===== src/pkg/rscre_consts.svh =====
// constants for the return stack, call and reset execution block
// Function
// - push writes program counter plus two as new stack top
// - push moves previous top one level deeper, still retrievable
// - relative call decoded from prefix 11011 with 11-bit signed word offset
// - relative call pushes return address program counter plus two first
// - relative call then adds twice the offset to incremented counter
// - call target is call address plus two plus twice offset
// - relative call takes two cycles; second cycle discards fetched word
// - reset instruction clears stack depth and flags and loads the reset pc target; stack entries keep their values
// - pop discards top so previously pushed entry becomes top
`ifndef RSCRE_CONSTS_SVH
`define RSCRE_CONSTS_SVH
`define RSCRE_OP_PUSH 16'h0005
`define RSCRE_OP_POP 16'h0006
`define RSCRE_OP_RESET 16'h00FF
`define RSCRE_CALL_PFX 5'h1B
`define RSCRE_PFX_MSB 15
`define RSCRE_PFX_LSB 11
`define RSCRE_OFS_MSB 10
`define RSCRE_PC_STEP 21'h000002
`define RSCRE_PC_RST 21'h000000
`define RSCRE_FLAGS_RST 5'h00
`endif


===== src/pkg/rscre_pkg.sv =====
// types for the return stack, call and reset execution block
package rscre_pkg;
    typedef enum logic [1:0] {RSCRE_EXEC, RSCRE_FLUSH} rscre_state_e;
    typedef enum logic [2:0] {RSCRE_I_OTHER, RSCRE_I_PUSH, RSCRE_I_POP, RSCRE_I_CALL, RSCRE_I_RESET} rscre_instr_e;
endpackage : rscre_pkg


===== src/pkg/rscre_stack_if.sv =====
// push/pop request carrier between executor and return stack
`timescale 1ns/100ps
interface rscre_stack_if #(parameter int AW = 21);
    logic push;
    logic pop;
    logic clear;
    logic [AW-1:0] push_data;
    logic [AW-1:0] top;
    modport exec (output push, output pop, output clear, output push_data, input top);
    modport stack (input push, input pop, input clear, input push_data, output top);
endinterface : rscre_stack_if


===== src/hw/rscre_stack.sv =====
// hardware return stack
`timescale 1ns/100ps
`include "rscre_consts.svh"
module rscre_stack #(
    parameter int AW = 21,
    parameter int DEPTH = 31
) (
    // clock and reset
    input wire logic clk,
    input wire logic rst_n,
    // request side
    rscre_stack_if.stack sif,
    // status
    output logic [4:0] depth_q
);
    logic [AW-1:0] mem_q [DEPTH];

    // shift array: push moves every entry one deeper, pop one shallower
    always_ff @(posedge clk or negedge rst_n)
    begin
        if (!rst_n)
        begin
            for (int i = 0; i < DEPTH; i++)
                mem_q[i] <= '0;
        end
        else if (sif.push)
        begin
            mem_q[0] <= sif.push_data;
            for (int i = 1; i < DEPTH; i++)
                mem_q[i] <= mem_q[i-1];
        end
        else if (sif.pop)
        begin
            for (int i = 0; i < DEPTH-1; i++)
                mem_q[i] <= mem_q[i+1];
            mem_q[DEPTH-1] <= '0;
        end
    end

    // occupancy count, saturating
    always_ff @(posedge clk or negedge rst_n)
    begin
        if (!rst_n)
            depth_q <= '0;
        else if (sif.clear)
            depth_q <= '0;
        else if (sif.push && depth_q != 5'(DEPTH))
            depth_q <= depth_q + 5'h01;
        else if (sif.pop && depth_q != 5'h00)
            depth_q <= depth_q - 5'h01;
    end

    assign sif.top = mem_q[0];

    pop_restore_a: assert property (@(posedge clk) disable iff (!rst_n)
        sif.pop && !sif.push |=> mem_q[0] == $past(mem_q[1]))
        else $error("pop did not expose older entry");
    push_deeper_a: assert property (@(posedge clk) disable iff (!rst_n)
        sif.push |=> mem_q[1] == $past(mem_q[0]) && mem_q[0] == $past(sif.push_data))
        else $error("push did not shift stack");
endmodule : rscre_stack


===== src/hw/rscre_exec.sv =====
// executor for push, pop, relative call and software reset
`timescale 1ns/100ps
`include "rscre_consts.svh"
module rscre_exec #(
    parameter int AW = 21,
    parameter int DEPTH = 31
) (
    // clock and reset
    input wire logic mclk,
    input wire logic rstn,
    // instruction fetch
    input wire logic instr_valid,
    input wire logic [15:0] instr,
    input wire logic [AW-1:0] fetch_pc,
    // program counter control
    output logic pc_load,
    output logic [AW-1:0] pc_target,
    output logic discard,
    // core state
    output logic soft_reset,
    output logic [4:0] flags,
    output logic [AW-1:0] return_stack_top,
    output logic [4:0] stack_depth
);
    // ----------------------------------------
    // reset synchroniser
    // ----------------------------------------
    logic rst_s1_q;
    logic rst_s2_q;
    logic rst_n;

    // release reset through two flops
    always_ff @(posedge mclk or negedge rstn)
    begin
        if (!rstn)
        begin
            rst_s1_q <= 1'b0;
            rst_s2_q <= 1'b0;
        end
        else
        begin
            rst_s1_q <= 1'b1;
            rst_s2_q <= rst_s1_q;
        end
    end
    assign rst_n = rst_s2_q;

    // ----------------------------------------
    // decode
    // ----------------------------------------
    function automatic rscre_pkg::rscre_instr_e decode(input logic [15:0] w);
        if (w == `RSCRE_OP_PUSH)
            return rscre_pkg::RSCRE_I_PUSH;
        if (w == `RSCRE_OP_POP)
            return rscre_pkg::RSCRE_I_POP;
        if (w == `RSCRE_OP_RESET)
            return rscre_pkg::RSCRE_I_RESET;
        if (w[`RSCRE_PFX_MSB:`RSCRE_PFX_LSB] == `RSCRE_CALL_PFX)
            return rscre_pkg::RSCRE_I_CALL;
        return rscre_pkg::RSCRE_I_OTHER;
    endfunction : decode

    rscre_pkg::rscre_state_e state_q;
    rscre_pkg::rscre_instr_e op;
    logic act;
    logic [AW-1:0] ret_addr;
    logic [AW-1:0] offs2;

    assign act = instr_valid && state_q == rscre_pkg::RSCRE_EXEC;
    assign op = act ? decode(instr) : rscre_pkg::RSCRE_I_OTHER;
    assign ret_addr = AW'(fetch_pc + `RSCRE_PC_STEP);
    // sign-extended 11-bit offset doubled
    assign offs2 = AW'({{(AW-11){instr[`RSCRE_OFS_MSB]}}, instr[`RSCRE_OFS_MSB:0]}) << 1;

    // ----------------------------------------
    // return stack
    // ----------------------------------------
    rscre_stack_if #(.AW(AW)) sif ();

    assign sif.push = op == rscre_pkg::RSCRE_I_PUSH || op == rscre_pkg::RSCRE_I_CALL;
    assign sif.pop = op == rscre_pkg::RSCRE_I_POP;
    assign sif.clear = op == rscre_pkg::RSCRE_I_RESET;
    assign sif.push_data = ret_addr;

    rscre_stack #(.AW(AW), .DEPTH(DEPTH)) u_stack (
        .clk(mclk),
        .rst_n(rst_n),
        .sif(sif),
        .depth_q(stack_depth)
    );
    assign return_stack_top = sif.top;

    // ----------------------------------------
    // sequencing
    // ----------------------------------------
    // call holds a second, empty cycle
    always_ff @(posedge mclk or negedge rst_n)
    begin
        if (!rst_n)
            state_q <= rscre_pkg::RSCRE_EXEC;
        else
        begin
            unique case (state_q)
                rscre_pkg::RSCRE_EXEC:
                    if (op == rscre_pkg::RSCRE_I_CALL)
                        state_q <= rscre_pkg::RSCRE_FLUSH;
                rscre_pkg::RSCRE_FLUSH:
                    state_q <= rscre_pkg::RSCRE_EXEC;
            endcase
        end
    end
    assign discard = state_q == rscre_pkg::RSCRE_FLUSH;

    // program counter redirect, registered
    always_ff @(posedge mclk or negedge rst_n)
    begin
        if (!rst_n)
        begin
            pc_load <= 1'b0;
            pc_target <= `RSCRE_PC_RST;
        end
        else if (op == rscre_pkg::RSCRE_I_CALL)
        begin
            pc_load <= 1'b1;
            pc_target <= AW'(ret_addr + offs2);
        end
        else if (op == rscre_pkg::RSCRE_I_RESET)
        begin
            pc_load <= 1'b1;
            pc_target <= `RSCRE_PC_RST;
        end
        else
            pc_load <= 1'b0;
    end

    // software reset pulse and status flags
    always_ff @(posedge mclk or negedge rst_n)
    begin
        if (!rst_n)
        begin
            soft_reset <= 1'b0;
            flags <= `RSCRE_FLAGS_RST;
        end
        else
        begin
            soft_reset <= op == rscre_pkg::RSCRE_I_RESET;
            if (op == rscre_pkg::RSCRE_I_RESET)
                flags <= `RSCRE_FLAGS_RST;
        end
    end

    // ----------------------------------------
    // checks
    // ----------------------------------------
    push_top_a: assert property (@(posedge mclk) disable iff (!rst_n)
        op == rscre_pkg::RSCRE_I_PUSH |=> return_stack_top == $past(fetch_pc) + `RSCRE_PC_STEP)
        else $error("push top wrong");
    call_push_a: assert property (@(posedge mclk) disable iff (!rst_n)
        op == rscre_pkg::RSCRE_I_CALL |=> return_stack_top == $past(fetch_pc) + `RSCRE_PC_STEP && pc_load)
        else $error("call return address wrong");
    call_target_a: assert property (@(posedge mclk) disable iff (!rst_n)
        op == rscre_pkg::RSCRE_I_CALL |=> pc_target == AW'($past(fetch_pc) + `RSCRE_PC_STEP
            + AW'({{(AW-11){$past(instr[10])}}, $past(instr[10:0])} << 1)))
        else $error("call target wrong");
    call_decode_a: assert property (@(posedge mclk) disable iff (!rst_n)
        act && instr[15:11] == `RSCRE_CALL_PFX |-> sif.push)
        else $error("call not decoded");
    call_offset_a: assert property (@(posedge mclk) disable iff (!rst_n)
        op == rscre_pkg::RSCRE_I_CALL && instr[10] |=> pc_target != AW'($past(fetch_pc) + `RSCRE_PC_STEP))
        else $error("offset sign lost");
    call_flush_a: assert property (@(posedge mclk) disable iff (!rst_n)
        op == rscre_pkg::RSCRE_I_CALL |=> discard ##1 !discard)
        else $error("call not two cycles");
    soft_reset_a: assert property (@(posedge mclk) disable iff (!rst_n)
        op == rscre_pkg::RSCRE_I_RESET |=> soft_reset && pc_target == `RSCRE_PC_RST && stack_depth == 5'h00)
        else $error("reset incomplete");
    flags_keep_a: assert property (@(posedge mclk) disable iff (!rst_n)
        sif.push |=> $stable(flags) && !discard || $past(op) == rscre_pkg::RSCRE_I_CALL)
        else $error("push changed flags");
endmodule : rscre_exec


===== config.mk =====
export PLATFORM = sky130hd
export DESIGN_NAME = rscre_exec
export DESIGN_NICKNAME = d
export VERILOG_FILES = /design/src/pkg/rscre_pkg.sv /design/src/pkg/rscre_stack_if.sv /design/src/hw/rscre_stack.sv /design/src/hw/rscre_exec.sv
export VERILOG_INCLUDE_DIRS = /design/src /design/src/pkg
export SDC_FILE = /design/constraint.sdc
export NUM_CORES = 1
export LEC_CHECK = 0
export BUFFER_PORTS_ARGS = -buffer_cell sky130_fd_sc_hd__buf_2
export CAP_MARGIN = 20
export CORE_UTILIZATION = 46
export CTS_BUF_LIST = sky130_fd_sc_hd__clkbuf_4
export CTS_CLUSTER_DIAMETER = 80
export DETAILED_ROUTE_END_ITERATION = 16
export SYNTH_ARGS = -nofsm -noshare
export SYNTH_HDL_FRONTEND = slang
export SYNTH_SLANG_ARGS = --single-unit
export TNS_END_PERCENT = 1

===== constraint.sdc =====
create_clock -name mclk -period 45 [get_ports mclk]
set_clock_uncertainty 0.15 [all_clocks]
set_input_delay 11.25 -clock mclk [delete_from_list [all_inputs] [get_ports mclk]]
set_output_delay 11.25 -clock mclk [all_outputs]
set_load 0.01 [all_outputs]

==> results.md, run 1 <==
- Global route overflow: 0
- Worst setup SP type: input port
- Register area share after synthesis: 53.5%
- Number of synthesized register bits: 682
- Mapped cell area: 31900 um2
- Die ar.: 70400 um2
- Worst Path Required: 45.63 ns
- Placer Congestion: 0.815
- Post-Synthesis Mean Instance Area: 8.45 um2
- Commonest non-fill, non-tap cell in the layout: nand2_1
- Synth warn: 0
- Placed Area: 32000 um2
- Post-synth top area share: 53.5%
- Largest net degree at the start of global routing: 264
- Initial core utilization: 46.5%
- Vias in the first global route: 24500
- Top FF cell, synth: dfrtp_1
- Failing checks: design-rule violations
- LEAKAGE: 15.4 nW
- Flop-to-flop setup slack: 40.28 ns
- Share of flip-flops with an asynchronous set or reset: 100%
- Crit path DAT: 16.14 ns
- Hold Buf Count CTS: 0
- Post-CTS Setup Bufs: 0
- CORE AREA: 68600 um2
- Drt via density: 5.32
- Period utilization: 34.5%
- Tightest Hold Check Type: reg -> async
- Row count: 96
- CTS Sinks: 682
- Worst-Margin Slew: 1.06 ns
- Nets: 3842
- # Max-Cap Violations: 0
- Dpl hpwl: 38.2 mm
- I/O Buffers: 89
- Crit Path Class: in -> reg
- Layout cells sized above 1: 11.0%
- Cells after Synth: 3775
- Met2 usage: 30.0%
- I/O pin count: 95
- Minimum clock period: 15.51 ns
- Crit path capture type: flop
- Final Hold Fails: 0
- PwrDens: 51.5 nW/um2
- Layer with the highest usage: met2
- Most frequent cells in the layout: nand2_1, dfrtp_1, nor2_1, a31oi_1, clkbuf_4
- Drt wl/cell: 14.0 um
- Cell area after layout: 34500 um2
- Final setup margin: 29.49 ns
- Die width: 265 um
- Synth area leaders: dfrtp_1, nand2_1, a31oi_1, nor2_1, buf_4
- Drt total wl: 67.9 mm
- First-pass GRT wire length: 117 mm
- P&R area growth vs syn: 8.08%
- ANT nets after route: 0
- Gr usage total: 19.5%
- Number of synthesized flops with an enable pin: 0
- Cell taking the most area after synthesis: dfrtp_1
- Setup TNS Final: 0 ns
- Total power: 1.77 mW
- CP Max Fanout: 263
- Pre-CTS WS: 28.39 ns
- Initial antenna violation count: 2
- Outcome: complete, but fails checks
- Worst VDD drop: 0.0223 mV
- Drt initial violations: 2184
- CTS clk-pin slew, worst paths: 0.07 ns
- Clock tree from TritonCTS: done
- # setup viols final: 0
- Die height: 265 um
- Synth cell types: 52
- H-tree levels: 4
- Worst slew margin: 28.8%
- Met1 usage: 26.9%
- Root buffer cell: clkbuf_4
- Unrepaired setup endpoints after global routing: false
- Fin. max-slew vios: 0
- Final hold slack: 0.170 ns
- Clock buffer depth: 3
- TritonCTS buffer count: 183
- Clock Latency Late Sink: 0.98 ns
- Post-CTS sizing: 0
- M3 GR Usage: 4.16%
- Fmax: 64.5 MHz
- 1st-pass router iterations: 14
- Via count: 25800
- Drc violations: 2
[stage by stage]
step	std cells	utilization [%]
after floorplan	3779	-
after global placement	4520	46.6
after detailed placement	4521	46.7
after CTS	4839	50.1
after global routing	4847	50.2
final	4848	50.2
[cell type report]
class / count / area, um2
repair buffers: 124 / 798
inverters: 18 / 67.6
multi-input cells: 2768 / 13000
diodes: 7 / 17.5
well taps: 931 / 1160
clock inverters: 33 / 245
flip-flops and latches: 682 / 17100
fillers: 6801 / 34100
clock buffers: 285 / 2140
[report_power, final]
group	leakage [nW]	switching, mW	internal, mW	total [mW]
sequential	8.26	0.136	0.780	0.915
combinational	5.74	0.156	0.139	0.294
clock	1.43	0.256	0.308	0.564
total	15.4	0.548	1.23	1.77
[Yosys cell counts (6+ instances only)]
library cell / number
nand4_1: 10
nand3_1: 13
nand2_1: 1269
inv_1: 18
mux2i_1: 6
buf_2: 105
nor2_1: 637
buf_6: 15
a21o_1: 10
buf_4: 114
ha_1: 23
xnor2_1: 22
o21ai_0: 23
a22o_1: 22
dfrtp_1: 682
xor2_1: 17
a222oi_1: 11
clkbuf_1: 77
a21oi_1: 22
a31oi_1: 613
nor3_1: 7
[sequential cells by signal, indices dropped and copies added (netlist names)]
name and count:
rst_n 1, soft_reset 1, pc_load 1, rst_s1_q 1, state_q 1, u_stack.sif.top 21
u_stack.mem_q 630, u_stack.depth_q 5, pc_target 21
[final timing paths]
path,startpoint,end,cells after the start
max,instr[10],u_stack.mem_q[110]$_DFFE_PN0P_,10
min,rst_n$_DFF_PN0_,u_stack.mem_q[183]$_DFFE_PN0P_,0
max reg2reg,state_q[0]$_DFFE_PN0P_,u_stack.mem_q[110]$_DFFE_PN0P_,7
min reg2reg,rst_n$_DFF_PN0_,u_stack.mem_q[183]$_DFFE_PN0P_,0
max in group asynchronous,rstn,rst_n$_DFF_PN0_,1
min in group mclk,rst_s1_q$_DFF_PN0_,rst_n$_DFF_PN0_,0
[cells by family after synthesis]
kind of cell	count (synthesis)	share of synthesized area, %
flip-flops	682	53.5
buffers and inverters	329	5.98
multiplexers	6	0.188
AO/OA/AOI/OAI	731	14.7
adder cells (fa/ha/maj)	25	1.03
XOR/XNOR	39	1.07
AND/OR/NAND/NOR	1961	23.5
other	2	0.0236
[worst max-delay path: stages]
cell and delay (ns):
buf_2 0.17, nor4_1 0.28, nand4b_1 0.30, or3_1 0.51, a21oi_4 0.19, buf_12 0.68
buf_4 0.86, buf_4 0.90, buf_4 0.71, a31oi_1 0.17
[per-layer routing]
metal | wire [um] | vias to the layer above
met5 | 0 | -
met4 | 1300 | 0
met3 | 2670 | 113
met2 | 30800 | 429
met1 | 33200 | 12500
li1 | - | 12800
No activity file was read; power rests on OpenSTA's default activity.
==> run 2, diff against run 1 <==
clock period = 14.6 ns   (was 45 ns; I/O delays follow)
==> run 2 against run 1 <==
Against the previous run: the run now ends clean; non-clock buffer count fell by 4; total power rose to 3.1 times the previous value; core utilization fell by 0.14 points; routed wire length down 0.34%; die area stayed put; largest cell class unchanged.
==> results.md, run 2 (synthesis gave the netlist of run 1 again) <==
- Switching Share: 31.1%
- Final hold slack: 0.201 ns
- Final Hold Fails: 0
- CP Max Fanout: 274
- Layout cells sized above 1: 10.8%
- Worst setup SP type: input port
- CTS Sinks: 682
- I/O Buffers: 89
- Clk network pwr share: 31.6%
- Internal: 3.75 mW
- Fin. max-slew vios: 0
- Placer Congestion: 0.799
- Dpl hpwl: 37.2 mm
- Period utilization: 48.7%
- LEAKAGE: 15.4 nW
- # Max-Cap Violations: 0
- Seq pwr share: 51.8%
- Global route overflow: 0
- # setup viols final: 0
- CTS clk-pin slew, worst paths: 0.06 ns
- Cell area after layout: 34400 um2
- Hold Buf Count CTS: 0
- WHS Path Cells: 0
- Via count: 25700
- Worst-Margin Slew: 1.09 ns
- Pre-CTS WS: 6.47 ns
- Drt wl/cell: 14.0 um
- Drt initial violations: 2252
- I/O pin count: 95
- First-pass GRT wire length: 118 mm
- Worst R2R Path Depth: 5
- Worst slew margin: 27.3%
- Die height: 265 um
- Setup TNS Final: 0 ns
- Crit path DAT: 7.77 ns
- Clock tree from TritonCTS: done
- Crit path capture type: flop
- Root buffer cell: clkbuf_4
- Unrepaired setup endpoints after global routing: false
- Minimum clock period: 7.11 ns
- Commonest non-fill, non-tap cell in the layout: nand2_1
- Crit Path Class: in -> reg
- Row count: 96
- Fmax: 141 MHz
- Nets: 3842
- Psw: 1.69 mW
- Gr usage total: 19.6%
- Biggest register: u_stack.mem_q
- Initial core utilization: 46.5%
- Final setup margin: 7.49 ns
- Vias in the first global route: 24800
- Largest net degree at the start of global routing: 275
- Fill count: 6701
- Total power: 5.44 mW
- Worst Path Required: 15.27 ns
- Largest register FFs: 630
- Post-CTS sizing: 0
- Tightest Hold Check Type: reg -> reg
- Worst VDD drop: 0.0791 mV
- Initial antenna violation count: 2
- Most frequent cells in the layout: nand2_1, dfrtp_1, nor2_1, a31oi_1, clkbuf_4
- Die ar.: 70400 um2
- Placed Area: 32000 um2
- Clock Latency Late Sink: 1.04 ns
- ANT nets after route: 0
- Die width: 265 um
- H-tree levels: 4
- Clock buffer depth: 3
- TritonCTS buffer count: 187
- 1st-pass router iterations: 6
- Outcome: complete, no violations
- Comb pwr share: 16.6%
- Drc violations: 0
- Drt via density: 5.32
- PwrDens: 158 nW/um2
- P&R area growth vs syn: 7.77%
- Drt total wl: 67.7 mm
- CORE AREA: 68600 um2
- Post-CTS Setup Bufs: 0
run 2: cell count changes in the layout (fill, tap and decap cells not counted), sizes merged:
| cell | delta |
|---|---|
| buf | -4 |
| clkbuf | -4 |
| clkinv | +3 |
| diode | -2 |
| bufinv | -1 |
| clkinvlp | +1 |
| inv | -1 |
run 2: layout make-up:
class                      count  area, um2  area share, %
timing repair buffer         120        753           2.19
multi-input combinational   2768      13000           37.7
clock inverter                35        226          0.659
antenna                        5       12.5         0.0364
sequential                   682      17100           49.7
inverter                      18       67.6          0.197
clock buffer                 281       2110           6.14
tap                          931       1160           3.39
run 2: per-layer routing:
layer  part of all wire (%)  vias to the layer above  wire length, um  global-route usage (%)
li1                       -                    12800                -                       -
met1                     49                    12400            33200                    26.9
met2                     45                      398            30300                    30.0
met3                    3.6                      126             2470                    3.98
met4                    2.6                        0             1740                    8.48
met5                      0                        -                0                       0
run 2: stage by stage:
stage | std cells | utilization, %
global route | 4839 | 50.1
floorplan | 3779 | -
detailed placement | 4518 | 46.7
CTS | 4834 | 50.1
finish | 4840 | 50.1
global placement | 4518 | 46.7
run 2: final timing paths:
check	slack [ns]	end	start
worst max-delay path	7.49	u_stack.mem_q[116]$_DFFE_PN0P_	instr[10]
min in group asynchronous	0.30	u_stack.mem_q[189]$_DFFE_PN0P_	rst_n$_DFF_PN0_
worst max register to register	10.62	u_stack.mem_q[116]$_DFFE_PN0P_	state_q[0]$_DFFE_PN0P_
max in group asynchronous	11.63	u_stack.mem_q[164]$_DFFE_PN0P_	rst_n$_DFF_PN0_
worst min-delay path	0.20	rst_n$_DFF_PN0_	rst_s1_q$_DFF_PN0_
worst min register to register	0.20	rst_n$_DFF_PN0_	rst_s1_q$_DFF_PN0_
run 2: worst max-delay path: stages:
cell	delay [ns]
buf_2	0.17
nor4_1	0.33
nand4b_1	0.29
or3_1	0.50
a21oi_4	0.73
buf_12	0.74
buf_4	0.94
a31oi_1	0.20
run 2: power groups by stage:
stage               Clock [mW]  Sequential, mW  Combinational (mW)
detailed placement           0            2.84               0.922
finish                    1.72            2.82               0.905
global placement             0            2.84               0.890
CTS                       1.79            2.82               0.920
global route              1.89            2.90                1.07
floorplan                    0            2.76               0.742
